**config.mk**
```make
export PLATFORM = sky130hd
export DESIGN_NAME = uhtss_top
export DESIGN_NICKNAME = d
export VERILOG_FILES = /design/src/shared/uhtss_pkg.sv /design/src/logic/uhtss_top.sv /design/src/logic/uhtss_frame_timer.sv
export SDC_FILE = /design/constraint.sdc
export NUM_CORES = 1
export LEC_CHECK = 0
export BUFFER_PORTS_ARGS = -buffer_cell sky130_fd_sc_hd__buf_2
export CORE_MARGIN = 2
export CORE_UTILIZATION = 53
export DETAILED_ROUTE_END_ITERATION = 7
export PLACE_DENSITY_LB_ADDON = 0.1
export SETUP_SLACK_MARGIN = 0.05
export SYNTH_ARGS = -nofsm -noshare
export SYNTH_HDL_FRONTEND = slang
export SYNTH_SLANG_ARGS = --single-unit
```
**constraint.sdc**
```tcl
create_clock -name clock_in -period 3.63 [get_ports clock_in]
set_input_delay 1.089 -clock clock_in [delete_from_list [all_inputs] [get_ports clock_in]]
set_output_delay 1.089 -clock clock_in [all_outputs]
set_load 0.05 [all_outputs]
```
**src/shared/uhtss_pkg.sv**
```systemverilog
/*
 * Constants for the host token launcher and frame scheduler: register
 * offsets, field positions, reset values, token codes and frame timing.
 * Assumes a 50 MHz module clock and a full-speed link at 12 Mbit/s.
 */
package uhtss_pkg;

    // Clock and link rates
    localparam int CLK_HZ = 50_000_000;
    localparam int BIT_HZ = 12_000_000;
    // Bit-time tick: add STEP each clock, wrap at MOD
    localparam logic [5:0] TICK_STEP = 6'(BIT_HZ / 1_000_000);
    localparam logic [5:0] TICK_MOD = 6'(CLK_HZ / 1_000_000);

    // Frame interval in microseconds and its reload in bit times
    localparam int FRAME_US = 1000;
    localparam logic [13:0] SOF_RELOAD = 14'(BIT_HZ / 1_000_000 * FRAME_US);
    localparam int BITS_PER_BYTE_LOG2 = 3;

    // Register byte offsets
    localparam logic [23:0] OFF_CONTROL = 24'h1c0094;
    localparam logic [23:0] OFF_ADDRESS = 24'h1c0098;
    localparam logic [23:0] OFF_BDT_LOW = 24'h1c009c;
    localparam logic [23:0] OFF_TOKEN = 24'h1c00a8;
    localparam logic [23:0] OFF_THRESHOLD = 24'h1c00ac;
    localparam logic [23:0] OFF_BDT_MID = 24'h1c00b0;
    localparam logic [23:0] OFF_BDT_HIGH = 24'h1c00b4;
    localparam logic [23:0] OFF_EP0 = 24'h1c00c0;

    // Control register fields
    localparam int CTL_USB_EN = 0;
    localparam int CTL_HOST_EN = 3;
    localparam int CTL_TOKEN_BUSY = 5;
    localparam logic [7:0] CTL_WR_MASK = 8'h09;

    // Address register fields
    localparam int ADR_LOW_SPEED = 7;

    // Endpoint zero control fields
    localparam int EP0_HSHK = 0;
    localparam int EP0_RETRY_DIS = 6;
    localparam int EP0_WO_HUB = 7;
    localparam logic [7:0] EP0_WR_MASK = 8'hdf;

    // Low page bit 0 always reads zero
    localparam logic [7:0] BDT_LOW_WR_MASK = 8'hfe;
    localparam int BDT_ALIGN_BITS = 9;

    // Reset values
    localparam logic [7:0] REG_RESET = 8'h00;
    localparam logic [13:0] CNT_RESET = 14'h0000;

    // Token types
    localparam logic [3:0] PID_OUT = 4'h1;
    localparam logic [3:0] PID_IN = 4'h9;
    localparam logic [3:0] PID_SETUP = 4'hd;

    // Transaction sequencer states
    typedef enum logic [1:0] {
        ST_IDLE = 2'b00,
        ST_WAIT = 2'b01,
        ST_RUN = 2'b11
    } uhtss_state_t;

endpackage : uhtss_pkg

```
**src/logic/uhtss_top.sv**
```systemverilog
/*
 * Host token launcher and frame scheduler with a classic Wishbone slave.
 * Assumes a serial engine on the same clock that takes a launch pulse
 * and answers with a done pulse, flagged when the peripheral NAKed.
 */
// Chosen here: the Wishbone register port.
// Behaviour
// - Tokens launch only with host operation enabled
// - Token write starts transaction to held address
// - Transfer follows endpoint-zero handshake and retry
// - Bits 7:4 hold the target endpoint
// - Bits 3:0 select the token type
// - Frame counter reloads 12000 for 1 ms
// - Counter reaching zero sends start-of-frame token
// - Past threshold, no tokens until next frame
// - Threshold is eight bits in byte times
// - Threshold acts only in host operation
// - Mid page gives base bits 23:16
// - High page gives base bits 31:24
// - Host enable is control bit 3
// - Base aligned to 512, low page 15:9
// - Low-speed bit makes next token slow, preambled unless endpoint-zero no-hub bit 7 set
module uhtss_top (
    // Clock and reset
    input wire logic clock_in,
    input wire logic nrst_in,
    // Wishbone slave
    input wire logic wb_cyc_in,
    input wire logic wb_stb_in,
    input wire logic wb_we_in,
    input wire logic [31:0] wb_adr_in,
    input wire logic [3:0] wb_sel_in,
    input wire logic [31:0] wb_dat_in,
    output logic [31:0] wb_dat_out,
    output logic wb_ack_out,
    // Token request to the serial engine
    output logic tok_launch_out,
    output logic [3:0] tok_pid_out,
    output logic [3:0] tok_endpoint_out,
    output logic [6:0] tok_addr_out,
    output logic tok_low_speed_out,
    output logic tok_preamble_out,
    output logic tok_handshake_out,
    output logic tok_retry_dis_out,
    // Answer from the serial engine
    input wire logic link_done_in,
    input wire logic link_nak_in,
    // Frame and descriptor table
    output logic sof_send_out,
    output logic [31:0] descriptor_base_out
);

    function automatic logic reg_hit(input logic [31:0] a, input logic [23:0] off);
        return a[23:2] == off[23:2];
    endfunction : reg_hit
    function automatic logic pid_valid(input logic [3:0] p);
        return p == uhtss_pkg::PID_OUT || p == uhtss_pkg::PID_IN || p == uhtss_pkg::PID_SETUP;
    endfunction : pid_valid

    // Reset release
    logic rst_meta_q;
    logic rst_sync_q;

    always_ff @(posedge clock_in or negedge nrst_in) begin
        if (!nrst_in) begin
            rst_meta_q <= 1'b0;
            rst_sync_q <= 1'b0;
        end else begin
            rst_meta_q <= 1'b1;
            rst_sync_q <= rst_meta_q;
        end
    end

    logic nrst;
    assign nrst = rst_sync_q;

    // Registers
    logic [7:0] control_q, address_q, bdt_base_low_page_q, host_token_command_q;
    logic [7:0] frame_stop_threshold_q, bdt_base_mid_page_q, bdt_base_high_page_q;
    logic [7:0] endpoint_zero_control_q;
    logic busy_q, busy_d, ack_q, launch_q, launch_d;
    logic [31:0] rdat_q;
    logic [3:0] pid_q, ep_q;
    logic [6:0] taddr_q;
    logic ls_q, pre_q, hshk_q, rdis_q;
    uhtss_pkg::uhtss_state_t state_q, state_d;

    // Bus decode
    logic req, wr, wr_lane;
    logic hit_ctl, hit_adr, hit_low, hit_tok, hit_thr, hit_mid, hit_high, hit_ep0;
    logic [7:0] rd_byte;

    assign req = wb_cyc_in && wb_stb_in && !ack_q;
    assign wr = req && wb_we_in;
    assign wr_lane = wr && wb_sel_in[0];
    assign hit_ctl = reg_hit(wb_adr_in, uhtss_pkg::OFF_CONTROL);
    assign hit_adr = reg_hit(wb_adr_in, uhtss_pkg::OFF_ADDRESS);
    assign hit_low = reg_hit(wb_adr_in, uhtss_pkg::OFF_BDT_LOW);
    assign hit_tok = reg_hit(wb_adr_in, uhtss_pkg::OFF_TOKEN);
    assign hit_thr = reg_hit(wb_adr_in, uhtss_pkg::OFF_THRESHOLD);
    assign hit_mid = reg_hit(wb_adr_in, uhtss_pkg::OFF_BDT_MID);
    assign hit_high = reg_hit(wb_adr_in, uhtss_pkg::OFF_BDT_HIGH);
    assign hit_ep0 = reg_hit(wb_adr_in, uhtss_pkg::OFF_EP0);

    // Status bits
    logic host_en, usb_en, frame_blocked, frame_sof;

    assign host_en = control_q[uhtss_pkg::CTL_HOST_EN];
    assign usb_en = control_q[uhtss_pkg::CTL_USB_EN];

    // Read mux, unmapped reads zero
    logic [7:0] ctl_view;
    always_comb begin
        ctl_view = control_q;
        ctl_view[uhtss_pkg::CTL_TOKEN_BUSY] = busy_q;
    end

    assign rd_byte = hit_ctl ? ctl_view :
                     hit_adr ? address_q :
                     hit_low ? bdt_base_low_page_q :
                     hit_tok ? host_token_command_q :
                     hit_thr ? frame_stop_threshold_q :
                     hit_mid ? bdt_base_mid_page_q :
                     hit_high ? bdt_base_high_page_q :
                     hit_ep0 ? endpoint_zero_control_q : 8'h00;

    // Token write acceptance
    logic tok_write;
    logic tok_accept;
    assign tok_write = wr_lane && hit_tok;
    // Busy or disabled writes and invalid codes are dropped
    assign tok_accept = tok_write && host_en && !busy_q
                        && pid_valid(wb_dat_in[3:0]);

    always_ff @(posedge clock_in or negedge nrst) begin
        if (!nrst) begin
            ack_q <= 1'b0;
            rdat_q <= 32'h00000000;
        end else begin
            ack_q <= req;
            rdat_q <= req ? {24'h000000, rd_byte} : 32'h00000000;
        end
    end

    always_ff @(posedge clock_in or negedge nrst) begin
        if (!nrst) begin
            control_q <= uhtss_pkg::REG_RESET;
            address_q <= uhtss_pkg::REG_RESET;
            bdt_base_low_page_q <= uhtss_pkg::REG_RESET;
            frame_stop_threshold_q <= uhtss_pkg::REG_RESET;
            bdt_base_mid_page_q <= uhtss_pkg::REG_RESET;
            bdt_base_high_page_q <= uhtss_pkg::REG_RESET;
            endpoint_zero_control_q <= uhtss_pkg::REG_RESET;
        end else if (wr_lane) begin
            if (hit_ctl) begin
                control_q <= wb_dat_in[7:0] & uhtss_pkg::CTL_WR_MASK;
            end
            if (hit_adr) begin
                address_q <= wb_dat_in[7:0];
            end
            if (hit_low) begin
                bdt_base_low_page_q <= wb_dat_in[7:0] & uhtss_pkg::BDT_LOW_WR_MASK;
            end
            if (hit_thr) begin
                frame_stop_threshold_q <= wb_dat_in[7:0];
            end
            if (hit_mid) begin
                bdt_base_mid_page_q <= wb_dat_in[7:0];
            end
            if (hit_high) begin
                bdt_base_high_page_q <= wb_dat_in[7:0];
            end
            if (hit_ep0) begin
                endpoint_zero_control_q <= wb_dat_in[7:0] & uhtss_pkg::EP0_WR_MASK;
            end
        end
    end

    always_ff @(posedge clock_in or negedge nrst) begin
        if (!nrst) begin
            host_token_command_q <= uhtss_pkg::REG_RESET;
        end else if (tok_accept) begin
            host_token_command_q <= wb_dat_in[7:0];
        end
    end

    // Frame timing, runs in host operation with the module enabled
    uhtss_frame_timer u_frame (
        .clock_in(clock_in),
        .nrst_in(nrst),
        .run_in(host_en && usb_en),
        .thld_bytes_in(frame_stop_threshold_q),
        .sof_out(frame_sof),
        .blocked_out(frame_blocked),
        .count_out()
    );

    // Transaction sequencer
    logic retry;
    assign retry = link_nak_in && endpoint_zero_control_q[uhtss_pkg::EP0_HSHK]
                   && !endpoint_zero_control_q[uhtss_pkg::EP0_RETRY_DIS];

    always_comb begin
        state_d = state_q;
        launch_d = 1'b0;
        busy_d = busy_q;
        unique case (state_q)
            uhtss_pkg::ST_IDLE: begin
                if (tok_accept) begin
                    state_d = uhtss_pkg::ST_WAIT;
                    busy_d = 1'b1;
                end
            end
            uhtss_pkg::ST_WAIT: begin
                if (!host_en) begin
                    state_d = uhtss_pkg::ST_IDLE;
                    busy_d = 1'b0;
                end else if (!frame_blocked && !frame_sof) begin
                    state_d = uhtss_pkg::ST_RUN;
                    launch_d = 1'b1;
                end
            end
            uhtss_pkg::ST_RUN: begin
                if (link_done_in && retry && host_en) begin
                    state_d = uhtss_pkg::ST_WAIT;
                end else if (link_done_in) begin
                    state_d = uhtss_pkg::ST_IDLE;
                    busy_d = 1'b0;
                end
            end
            default: begin
                state_d = uhtss_pkg::ST_IDLE;
                busy_d = 1'b0;
            end
        endcase
    end

    always_ff @(posedge clock_in or negedge nrst) begin
        if (!nrst) begin
            state_q <= uhtss_pkg::ST_IDLE;
            busy_q <= 1'b0;
            launch_q <= 1'b0;
        end else begin
            state_q <= state_d;
            busy_q <= busy_d;
            launch_q <= launch_d;
        end
    end

    // Launch data captured from live registers at launch
    always_ff @(posedge clock_in or negedge nrst) begin
        if (!nrst) begin
            pid_q <= 4'h0;
            ep_q <= 4'h0;
            taddr_q <= 7'h00;
            ls_q <= 1'b0;
            pre_q <= 1'b0;
            hshk_q <= 1'b0;
            rdis_q <= 1'b0;
        end else if (launch_d) begin
            pid_q <= host_token_command_q[3:0];
            ep_q <= host_token_command_q[7:4];
            taddr_q <= address_q[6:0];
            ls_q <= address_q[uhtss_pkg::ADR_LOW_SPEED];
            pre_q <= address_q[uhtss_pkg::ADR_LOW_SPEED]
                     && !endpoint_zero_control_q[uhtss_pkg::EP0_WO_HUB];
            hshk_q <= endpoint_zero_control_q[uhtss_pkg::EP0_HSHK];
            rdis_q <= endpoint_zero_control_q[uhtss_pkg::EP0_RETRY_DIS];
        end
    end

    // Outputs
    assign wb_ack_out = ack_q;
    assign wb_dat_out = rdat_q;
    assign tok_launch_out = launch_q;
    assign tok_pid_out = pid_q;
    assign tok_endpoint_out = ep_q;
    assign tok_addr_out = taddr_q;
    assign tok_low_speed_out = ls_q;
    assign tok_preamble_out = pre_q;
    assign tok_handshake_out = hshk_q;
    assign tok_retry_dis_out = rdis_q;
    assign sof_send_out = frame_sof;
    assign descriptor_base_out = {bdt_base_high_page_q, bdt_base_mid_page_q,
        bdt_base_low_page_q[7:1], {uhtss_pkg::BDT_ALIGN_BITS{1'b0}}};

    AST_LAUNCH_HOST: assert property (@(posedge clock_in) disable iff (!nrst)
        tok_launch_out |-> $past(host_en))
        else $error("token launched without host operation");
    AST_LAUNCH_ADDR: assert property (@(posedge clock_in) disable iff (!nrst)
        launch_d |=> tok_launch_out && tok_addr_out == $past(address_q[6:0]))
        else $error("launched token carries wrong address");
    AST_LAUNCH_GATED: assert property (@(posedge clock_in) disable iff (!nrst)
        tok_launch_out |-> !$past(frame_blocked) && !$past(frame_sof))
        else $error("token launched inside frame stop window");
    AST_PID_VALID: assert property (@(posedge clock_in) disable iff (!nrst)
        tok_launch_out |-> pid_valid(tok_pid_out) && tok_endpoint_out == host_token_command_q[7:4])
        else $error("invalid token type or endpoint launched");
    AST_BUSY_SET: assert property (@(posedge clock_in) disable iff (!nrst)
        tok_accept |=> busy_q ##1 (busy_q || !host_en))
        else $error("busy flag not set after token write");

    AST_BUSY_DONE: assert property (@(posedge clock_in) disable iff (!nrst)
        state_q == uhtss_pkg::ST_RUN && link_done_in && !retry |=> !busy_q)
        else $error("busy flag not cleared after transaction");

    AST_RETRY_NAK: assert property (@(posedge clock_in) disable iff (!nrst)
        state_q == uhtss_pkg::ST_RUN && link_done_in && retry && host_en
        |=> busy_q && state_q == uhtss_pkg::ST_WAIT)
        else $error("NAKed transaction not retried");

    AST_PREAMBLE: assert property (@(posedge clock_in) disable iff (!nrst)
        tok_launch_out |-> tok_preamble_out == (tok_low_speed_out
            && !$past(endpoint_zero_control_q[uhtss_pkg::EP0_WO_HUB])))
        else $error("preamble does not follow low-speed setting");

    AST_BASE_ALIGN: assert property (@(posedge clock_in) disable iff (!nrst)
        descriptor_base_out[8:0] == 9'h000
        && descriptor_base_out[31:24] == bdt_base_high_page_q)
        else $error("descriptor base misaligned or wrong high bits");

    AST_ACK_ONE: assert property (@(posedge clock_in) disable iff (!nrst)
        wb_cyc_in && wb_stb_in && !wb_ack_out |=> wb_ack_out ##1 !wb_ack_out)
        else $error("bus ack not a single cycle after request");

endmodule : uhtss_top

```
**src/logic/uhtss_frame_timer.sv**
```systemverilog
/*
 * Frame interval timer: counts bit times down from the reload value,
 * pulses at the end of each frame and closes the token gate near it.
 * Assumes an active-low reset already synchronised to the clock.
 */
module uhtss_frame_timer (
    // Clock and reset
    input wire logic clock_in,
    input wire logic nrst_in,
    // Control
    input wire logic run_in,
    input wire logic [7:0] thld_bytes_in,
    // Status
    output logic sof_out,
    output logic blocked_out,
    output logic [13:0] count_out
);

    logic [5:0] acc_q;
    logic [5:0] acc_d;
    logic [13:0] cnt_q;
    logic [13:0] cnt_d;
    logic run_q;
    logic sof_q;
    logic sof_d;
    logic blk_q;
    logic blk_d;
    logic [6:0] acc_sum;
    logic tick;
    logic [13:0] thld_bits;
    logic hit;

    // Bit-time tick from the module clock
    assign acc_sum = {1'b0, acc_q} + {1'b0, uhtss_pkg::TICK_STEP};
    assign tick = acc_sum >= {1'b0, uhtss_pkg::TICK_MOD};
    assign acc_d = tick ? 6'(acc_sum - {1'b0, uhtss_pkg::TICK_MOD}) : acc_sum[5:0];

    // Threshold in bit times
    assign thld_bits = {3'b000, thld_bytes_in, 3'b000};
    assign hit = run_q && (cnt_q <= thld_bits);

    always_comb begin
        cnt_d = cnt_q;
        sof_d = 1'b0;
        if (!run_in) begin
            cnt_d = uhtss_pkg::CNT_RESET;
        end else if (!run_q) begin
            cnt_d = uhtss_pkg::SOF_RELOAD;
        end else if (tick && cnt_q <= 14'h0001) begin
            sof_d = 1'b1;
            cnt_d = uhtss_pkg::SOF_RELOAD;
        end else if (tick) begin
            cnt_d = cnt_q - 14'h0001;
        end
    end

    // Gate stays closed from the threshold until the frame pulse
    assign blk_d = run_in && !sof_d && (blk_q || hit);

    always_ff @(posedge clock_in or negedge nrst_in) begin
        if (!nrst_in) begin
            acc_q <= 6'h00;
            cnt_q <= uhtss_pkg::CNT_RESET;
            run_q <= 1'b0;
            sof_q <= 1'b0;
            blk_q <= 1'b0;
        end else begin
            acc_q <= acc_d;
            cnt_q <= cnt_d;
            run_q <= run_in;
            sof_q <= sof_d;
            blk_q <= blk_d;
        end
    end

    assign sof_out = sof_q;
    assign blocked_out = blk_q;
    assign count_out = cnt_q;

    AST_SOF_RELOAD: assert property (@(posedge clock_in) disable iff (!nrst_in)
        sof_q && run_in |-> cnt_q == 14'h2ee0)
        else $error("frame counter not reloaded at frame pulse");

    AST_GATE_REOPEN: assert property (@(posedge clock_in) disable iff (!nrst_in)
        sof_q && run_in && thld_bytes_in < 8'hc8 |=> !blk_q)
        else $error("token gate still closed after frame pulse");

endmodule : uhtss_frame_timer

```
# Word level (Yosys, flattened, before mapping)

Index checks and enable logic that the tools add are counted.

Input port bits: 75
Output and inout port bits: 86
Flip-flop bits (word level): 113
Logic and storage cells: 123

$add $sub $neg: 3
Equality and inequality tests: 20
Order comparisons: 3
Muxes and demuxes: 31
Reductions and logical operators: 39

Operators by type and width:

| operator                                                                          | number |
|---|---|
| 22-bit by 19-bit == test with 1-bit output, second input constant                 | 8 |
| 8-bit two-way mux                                                                 | 9 |
| 14-bit two-way mux                                                                | 4 |
| 1-bit logical AND                                                                 | 19 |
| 14-bit by 1-bit less-or-equal comparator with 1-bit output, second input constant | 1 |
| 14-bit by 11-bit less-or-equal comparator with 1-bit output                       | 1 |
| 2-bit AND reduction                                                               | 7 |
| 14-bit by 1-bit subtractor with 14-bit output, second input constant              | 1 |
| 1-bit two-way mux                                                                 | 10 |
| 2-bit two-way mux                                                                 | 5 |
| 4-bit == test, second input constant                                              | 2 |
| 2-bit != test, second input constant                                              | 4 |
| 6-bit by 4-bit adder with 7-bit output, second input constant                     | 1 |
| 7-bit by 6-bit >= comparator with 1-bit output, second input constant             | 1 |
| 1-bit zero test                                                                   | 7 |
| 6-bit two-way mux                                                                 | 1 |
| 3-bit != test, second input constant                                              | 2 |
| 2-bit case mux with 3 select lines                                                | 1 |
| 6-bit subtractor, second input constant                                           | 1 |
| 4-bit by 1-bit == test with 1-bit output, second input constant                   | 1 |
| 4-bit != test, second input constant                                              | 1 |
| 4-bit AND reduction                                                               | 1 |
| 1-bit logical OR                                                                  | 3 |
| 1-bit case mux with 3 select lines                                                | 1 |
| 4 further kinds                                                                   | 4 |

# Depth between registers and ports, before layout

Gate-level depths: netlist of run 1.

Depth in word-level cells: 10
Mapped depth: 10
Mapped depth without buffers: 8

# By module

A second synthesis of run 1 with hierarchy kept.

Cells, all modules: 551
Area total of the unflattened synthesis: 5989.5 um^2

Modules (own cells, without submodules):

| module            | area an instance (um^2) | times used | cells each | seq. area each (um^2) |
|---|---|---|---|---|
| uhtss_top         | 4434.3                  | 1          | 374        | 2252.2 |
| uhtss_frame_timer | 1555.2                  | 1          | 177        | 550.5 |

# Worst setup path after synthesis of run 1

Ideal clock, no wire load.

Path kind: input port to flip-flop
From: input port wb_adr_in[16]
To: register host_token_command_q[4]
Path buffers: 1
Stages: 6
Slack: 0.935 ns
Required time: 3.505 ns
Arrival: 2.570 ns
Setup time: 0.125 ns
Cells stage by stage: nor4b_4 and2_1 nand4_1 nor3_1 buf_2 mux2_2

Longest elaborated chain between the ends: 5

Ends and longest elaborated chain:

| item                                       | line             | RTL |
|---|---|---|
| from (decl)                                | uhtss_top.sv:31  | `input wire logic [31:0] wb_adr_in,` |
| 22-bit by 19-bit == test with 1-bit output | uhtss_top.sv:54  | `return a[23:2] == off[23:2];` |
| 1-bit logical AND                          | uhtss_top.sv:130 | `assign tok_write = wr_lane && hit_tok;` |
| 1-bit logical AND (2 in series)            | uhtss_top.sv:132 | `assign tok_accept = tok_write && host_en && !busy_q` |
| 1-bit logical AND                          | uhtss_top.sv:133 | `&& pid_valid(wb_dat_in[3:0]);` |
| to (signal assigned)                       | uhtss_top.sv:181 | `host_token_command_q <= uhtss_pkg::REG_RESET;` |
| to (signal assigned)                       | uhtss_top.sv:183 | `host_token_command_q <= wb_dat_in[7:0];` |
| to (decl)                                  | uhtss_top.sv:78  | `logic [7:0] control_q, address_q, bdt_base_low_page_q, host_token_command_q;` |

Every way passes these cells.
A chain may end at the register's enable or synchronous reset.

# Final worst setup path of run 1

From: input port wb_adr_in[9]
To: register rdat_q[5], in the netlist wb_dat_out[5]

Longest elaborated chain between the ends: 9
Elaborated cells on any way between the ends: 15
Classes of those cells: eq/ne: 7; mux: 8

Ends and longest elaborated chain:

| item                                       | line             | RTL |
|---|---|---|
| 22-bit by 19-bit == test with 1-bit output | uhtss_top.sv:54  |  |
| 8-bit two-way mux                          | uhtss_top.sv:124 | `hit_high ? bdt_base_high_page_q :` |
| 8-bit two-way mux                          | uhtss_top.sv:123 | `hit_mid ? bdt_base_mid_page_q :` |
| 8-bit two-way mux                          | uhtss_top.sv:122 | `hit_thr ? frame_stop_threshold_q :` |
| 8-bit two-way mux                          | uhtss_top.sv:121 | `hit_tok ? host_token_command_q :` |
| 8-bit two-way mux                          | uhtss_top.sv:120 | `hit_low ? bdt_base_low_page_q :` |
| 8-bit two-way mux                          | uhtss_top.sv:119 | `hit_adr ? address_q :` |
| 8-bit two-way mux *                        | uhtss_top.sv:118 | `assign rd_byte = hit_ctl ? ctl_view :` |
| 8-bit two-way mux *                        | uhtss_top.sv:141 | `rdat_q <= req ? {24'h000000, rd_byte} : 32'h00000000;` |
| to (signal assigned)                       | uhtss_top.sv:141 |  |
| to (decl)                                  | uhtss_top.sv:82  | `logic [31:0] rdat_q;` |

Every way passes the cells marked *; elsewhere a longest branch is shown, timed or not.

==> summary.txt, run 1 <==
Status: complete, no violations
Worst-margin pin slew: 811.3 ps
Clk Tree Root Cell: clkbuf_8
Post-DP HPWL: 10.76 mm
Clock transition at path regs: 100 ps
Critical Path AT: 3080 ps
Final min period: 2775 ps
Gr usage total: 0.2572
Post-CTS Hold Buffers: 0
Crit path launch type: input pin
FILL cells: 913
WP data required: 3930 ps
Min-delay src: rst_meta_q
Max-Cap Viols: 0
Die width: 109.1 um
Synthesized area: 0.005853 mm^2
Drt pass-1 iters: 4
Vias: 4481
Sum Neg Setup Slack: 0 ps
Total wire length: 14.41 mm
Reg2Reg Depth: 8
GP Congestion: 0.9317
RR Endpoint: u_frame.count_out[13]
Cell Pwr Density: 329.2 mW/mm^2
Count of cell types in the netlist: 66
Post_cts resized: 0
Commonest non-fill, non-tap cells in the layout: dfrtp_1 (111), buf_2 (90), mux2_2 (66), nand2_1 (40), conb_1 (34)
Rows: 38
Clock skew: 12.67 ps
Initial antenna violation count: 0
Routed wire per std cell: 18.47 um
Yosys warning count: 0
Hold Slack: 369.1 ps
Mean post-synth cell area: 10.84 um^2
Post-synth EDFFs: 0
Diode count: 0
CTS tree: yes
Via-per-instance ratio: 5.745
Post-Layout Inst Area: 0.006586 mm^2
Hold Crit Depth: 0
Compound-Gate Fraction of Synth Area: 0.1109
Synth Area in XOR/XNOR: 0.007482
Skew-Pair Late Insertion Delay: 400 ps
Longest Clk Path Bufs: 2
Register area share after synthesis: 0.4788
Commonest non-fill, non-tap cell in the layout: dfrtp_1
Sink Count: 112
Yosys reg bits: 112
Async SR Flop Fraction: 1.000
Synth Area in Simple Gates: 0.1601
Crit end category: register
Unrepaired setup endpoints after global routing: false
Adder-cell area share of the yosys netlist: 0.03206
Placed Area: 0.006384 mm^2
Crit path max fanout: 6
Post-route ant nets: 0
CP Class: input pin to register
DRT iter0 DRCs: 328
Final setup fails: 0
Mux cell area share after synthesis: 0.1355
Hold WC Path Type: register to register
Max VDD drop: 311.3 uV
Grt total ovfl: 0
Min-Delay Endpoint: nrst
Post-CTS setup buffer count: 0
Final Max Tran Viols: 0
Area growth from synthesis to layout: 12.53%
PnR Total Power: 2168 uW
Core area: 0.01079 mm^2
Die Area: 0.01190 mm^2
Critical R2R Launch: u_frame.acc_q[2]
Top_reg_cell synth: dfrtp_1
Crit share post-route: 0.7643
First-pass GRT wire length: 23.03 mm
Layout Nets: 725
Max Clk Rate: 360.4 MHz
Top Ports: 161
Initial Util: 0.5423
Largest net degree at the start of global routing: 57
DRC: 0
Post-synthesis cell count: 540
Final hold viol count: 0
Number of global-route vias before repair: 4330
Layout cell share with drive strength beyond 1: 0.3266
Slew margin rel.: 0.4591
Die height: 109.1 um
H-tree depth: 3
Fin util: 0.6102
R2R Setup Slk: 1040 ps
Num CTS Buffers: 9
IO Port Bufs: 90
Largest family of logic cells by synthesized area: simple AND/OR/NAND/NOR gates
Static leakage: 0.003310 uW
## kinds of logic (layout without fill, tap and decap cells)
family                   Yosys count  count (layout)
multiplexers                      71              71
flip-flops                       112             112
XOR/XNOR                           5               5
AND/OR/NAND/NOR                  155             155
adder cells (fa/ha/maj)           15              15
AO/OA/AOI/OAI                     99              99
other                              2              34
buffers and inverters             81             149
## cells in the mapped netlist (3+ instances only)
cell,instances,area share
a211o_1,3,0.0045
a211oi_1,10,0.013
a21o_1,3,0.0038
a21oi_1,18,0.015
a221oi_1,4,0.0060
a31oi_1,8,0.0086
and2_1,4,0.0043
buf_2,3,0.0026
buf_4,33,0.042
clkbuf_1,13,0.0083
dfrtp_1,112,0.48
ha_1,15,0.032
inv_1,31,0.020
mux2_2,66,0.13
mux2i_1,5,0.0086
nand2_1,40,0.026
nand2b_1,4,0.0043
nand3_1,16,0.014
nand4_1,8,0.0086
nor2_1,21,0.013
nor2b_1,9,0.0096
nor3_1,9,0.0077
nor4_1,7,0.0075
nor4_4,3,0.011
o21ai_0,28,0.024
o221ai_1,5,0.0075
o22ai_1,3,0.0032
or4_1,4,0.0051
xor2_1,3,0.0045
## stage by stage
stage | worst slack, ps | cells
after global routing | 730.3 | 780
after global placement | 548.9 | 764
final | 855.4 | 780
after detailed placement | 500.1 | 764
after floorplan | 278.9 | 572
after CTS | 793.1 | 780
## state kept, by name, indices dropped and copies added (netlist names), 2 cells and up
register and cells:
wb_dat_out 8, control_q 2, address_q 8, host_token_command_q 8, u_frame.acc_q 5, frame_stop_threshold_q 8
bdt_base_high_page_q 8, state_q 2, tok_endpoint_out 4, tok_addr_out 7, endpoint_zero_control_q 7, bdt_base_mid_page_q 8
u_frame.count_out 14, bdt_base_low_page_q 7, tok_pid_out 4
## per-layer routing
metal | vias up | part of all wire | GRT usage
met4 | 0 | 0.015 | 0.08150
met3 | 15 | 0.057 | 0.05021
met5 | - | 0 | 0
met1 | 2228 | 0.46 | 0.3584
li1 | 2075 | - | -
met2 | 163 | 0.47 | 0.4064
## power breakdown
group | leakage (uW) | total (uW) | switching (uW) | internal, uW
Sequential | 0.00152 | 1260 | 12.5 | 1250
Combinational | 0.00168 | 166 | 138 | 28.3
Clock | 0.000102 | 741 | 469 | 272
Total | 0.00331 | 2170 | 619 | 1550
## cell type report
| cell class | count | area, um^2 | share of cell area |
|---|---|---|---|
| Inverter | 31 | 116.4 | 0.01767 |
| Timing Repair Buffer | 102 | 540.5 | 0.08207 |
| Multi-Input combinational cell | 379 | 2749 | 0.4174 |
| Sequential cell | 112 | 2806 | 0.4261 |
| Tap cell | 140 | 175.2 | 0.02660 |
| Clock buffer | 9 | 123.9 | 0.01881 |
| Clock inverter | 7 | 75.07 | 0.01140 |
## worst max-delay path, stage by stage
cell and delay, ps:
buf_2 120, nor4b_4 410, nand3_2 220, or4_1 720
o22a_1 320, a21oi_1 200
## how the worst max path moves through the flow
stage,start,end,slack [ps],cells after the start
2_1_floorplan,nrst,address_q[0],280,0
3_3_place_gp,wb_adr_in[9],bdt_base_mid_page_q[1],550,6
3_5_place_dp,wb_adr_in[9],wb_dat_out[5],500,6
4_1_cts,u_frame.acc_q[2],u_frame.count_out[5],790,8
5_1_grt,wb_adr_in[13],wb_dat_out[3],730,7
6_report,wb_adr_in[9],wb_dat_out[5],860,6
Note: power is estimated with default switching activity, not from simulation.
==> inputs of run 2 (changes only) <==
- ABC_AREA: not set -> 1
- clock period: 3.63 -> 2.75 ns (I/O delays scaled with it)
==> run 2 against run 1 <==
Effect of this change:
- global-route usage down 1.6 points
- core utilization down 0.37 points
- non-clock buffer count is 7 lower
- sequential share of layout area decreased by 1.7 points
- register-to-register slack lost 490 ps
- combinational power grew 34%
- highest routed layer unchanged
- via count rose by 14%
- setup slack got worse by 300 ps
- sequential power grew 33%
- count of clock-buffer cells in the layout grew 2
- critical path type is now register to register
==> summary.txt, run 2 <==
Status: complete, no violations
Commonest non-fill, non-tap cell in the layout: nand2_1
Largest net degree at the start of global routing: 59 (+3.5%)
Static leakage: 0.003678 uW (+11%)
GP Congestion: 0.8903 (-4.4%)
Grt total ovfl: 0 (unchanged)
Critical Path AT: 2400 ps (-680 ps)
Slew margin rel.: 0.4876 (+0.02848)
Rows: 39 (+2.6%)
Crit end category: register
DRT met1 WL: 6.638 mm (+0.65%)
Met2 wire length: 6.591 mm (-2.8%)
Total wire length: 14.42 mm (about the same)
Clock transition at path regs: 70 ps (-30 ps)
Drt pass-1 iters: 5 (+1)
Yosys warning count: 0 (unchanged)
Final hold viol count: 0 (unchanged)
Crit share post-route: 0.7996
Initial antenna violation count: 0 (unchanged)
Met3 wire len: 932 um (+14%)
Commonest non-fill, non-tap cells in the layout: nand2_1 (199), dfrtp_1 (111), nor2_1 (94), buf_2 (90), inv_1 (87)
DRT iter0 DRCs: 411 (+25%)
IO Port Bufs: 90 (unchanged)
Synthesized area: 0.006112 mm^2 (+4.4%)
Top Ports: 161 (unchanged)
Yosys reg bits: 112 (unchanged)
Yosys top cell area share: 0.4585 (-0.02029)
Number of global-route vias before repair: 4771 (+10%)
Area growth from synthesis to layout: 12.34%
Top post-synthesis cells by area: dfrtp_1 (46%), nand2_1 (12%), nor2_1 (5.8%)
Num CTS Buffers: 9 (unchanged)
Post-synthesis cell count: 774 (+43%)
H-tree depth: 3 (unchanged)
Number of flip-flops in the largest register: 14 (unchanged)
CP Class: register to register
Hold WC Path Type: input pin to asynchronous set/reset pin
First-pass GRT wire length: 23.73 mm (+3.0%)
Clock skew: 9.527 ps (-3.139 ps)
Max Clk Rate: 454.8 MHz
Max-Cap Viols: 0 (unchanged)
Layout cell share with drive strength beyond 1: 0.1956 (-0.1309)
DRC: 0 (unchanged)
Post-DP HPWL: 10.71 mm (-0.48%)
Top_reg_cell synth: dfrtp_1
Clk Tree Root Cell: clkbuf_16
Gr usage total: 0.2408 (-0.01644)
Longest Clk Path Bufs: 2 (unchanged)
Sink Count: 112 (unchanged)
Top layer in use: met4
Mean post-synth cell area: 7.897 um^2 (-27%)
Routed wire per std cell: 14.25 um (-23%)
Post_cts resized: 0 (unchanged)
Post-synth EDFFs: 0 (unchanged)
Count of cell types in the netlist: 36 (-45%)
Worst-margin pin slew: 768.6 ps (-42.72 ps)
Unrepaired setup endpoints after global routing: false
Die width: 111.4 um (+2.1%)
Initial Util: 0.5399 (-0.002416)
Cell Pwr Density: 459.3 mW/mm^2 (+40%)
Fin util: 0.6065 (-0.003705)
Final min period: 2199 ps
Final setup fails: 0 (unchanged)
Final Max Tran Viols: 0 (unchanged)
Post-synth top cells: nand2_1 (199), dfrtp_1 (112), nor2_1 (94)
Core area: 0.01132 mm^2 (+4.9%)
Skew-Pair Late Insertion Delay: 340 ps (-60 ps)
Hold Slack: 258.1 ps (-111.0 ps)
Post-CTS Hold Buffers: 0 (unchanged)
Crit path max fanout: 11 (+5)
Post-route ant nets: 0 (unchanged)
Die height: 111.4 um (+2.1%)
Most frequent cell after synthesis: nand2_1
Diode count: 0 (unchanged)
Max VDD drop: 324.2 uV (+4.2%)
R2R Setup Slk: 550 ps (-490 ps)
Post-CTS setup buffer count: 0 (unchanged)
Async SR Flop Fraction: 1.000 (unchanged)
Crit path launch type: register
Synth area leader: dfrtp_1
CTS tree: yes
Layout Nets: 956 (+32%)
WP data required: 2950 ps (-980 ps)
Vias: 5114 (+14%)
Via-per-instance ratio: 5.053 (-12%)
Register area share after synthesis: 0.4585 (-0.02029)
Sum Neg Setup Slack: 0 ps (unchanged)
Die Area: 0.01241 mm^2 (+4.3%)
==> run 2: stage by stage <==
step	std cells	area (um^2)	setup WS, ps	total power (uW)
after detailed placement	998	6589	320.2	1920
after CTS	1012	6867	565.8	3179
after global routing	1012	6867	348.3	3274
after global placement	998	6589	354.1	1916
final	1012	6867	551.2	3154
after floorplan	806	6233	681.5	1886
==> run 2: cell type report <==
cell class	instances	area (um^2)
Timing Repair Buffer	95	500.5
Inverter	96	360.3
Fill cell	1056	4454
Tap cell	143	178.9
Sequential cell	112	2806
Multi-Input combinational cell	552	2743
Clock inverter	3	45.04
Clock buffer	11	232.7
==> run 2: cells by family after synthesis <==
| logic type | share of synthesized area |
|---|---|
| simple gates | 0.2684 |
| buf+inv | 0.1124 |
| compound gates | 0.1116 |
| flops | 0.4585 |
| fa+ha+maj | 0.03071 |
| xor+xnor | 0.01720 |
| other cells | 0.001229 |
==> run 2: worst paths after layout <==
check | cells after the start | from | endpoint
max in group asynchronous | 1 | nrst | bdt_base_low_page_q[1]
worst min-delay path | 1 | nrst_in | nrst
worst max register to register | 9 | u_frame.acc_q[2] | u_frame.count_out[5]
worst min register to register | 0 | rst_meta_q | nrst
worst max-delay path | 9 | u_frame.acc_q[2] | u_frame.count_out[5]
min in group clock_in | 0 | rst_meta_q | nrst
==> run 2: layer usage <==
layer  up-vias  global-route usage
li1       2559                   -
met1      2362              0.3454
met2       170              0.3760
met3        23             0.03756
met4         0             0.08477
met5         -                   0
==> run 2: worst max-delay path: stages, from the launching register on <==
cell and delay, ps:
dfrtp_1 450, inv_1 90, ha_1 320, nand2_1 70, o211ai_1 240, nand3_1 390, nand2_1 160, inv_1 140
nand2_1 100, o21ai_0 90
==> run 2: power breakdown <==
part,total [uW],switching [uW],internal (uW)
logic,222,186,35.5
clock network,1270,569,698
registers,1670,17.0,1650
total,3150,772,2380
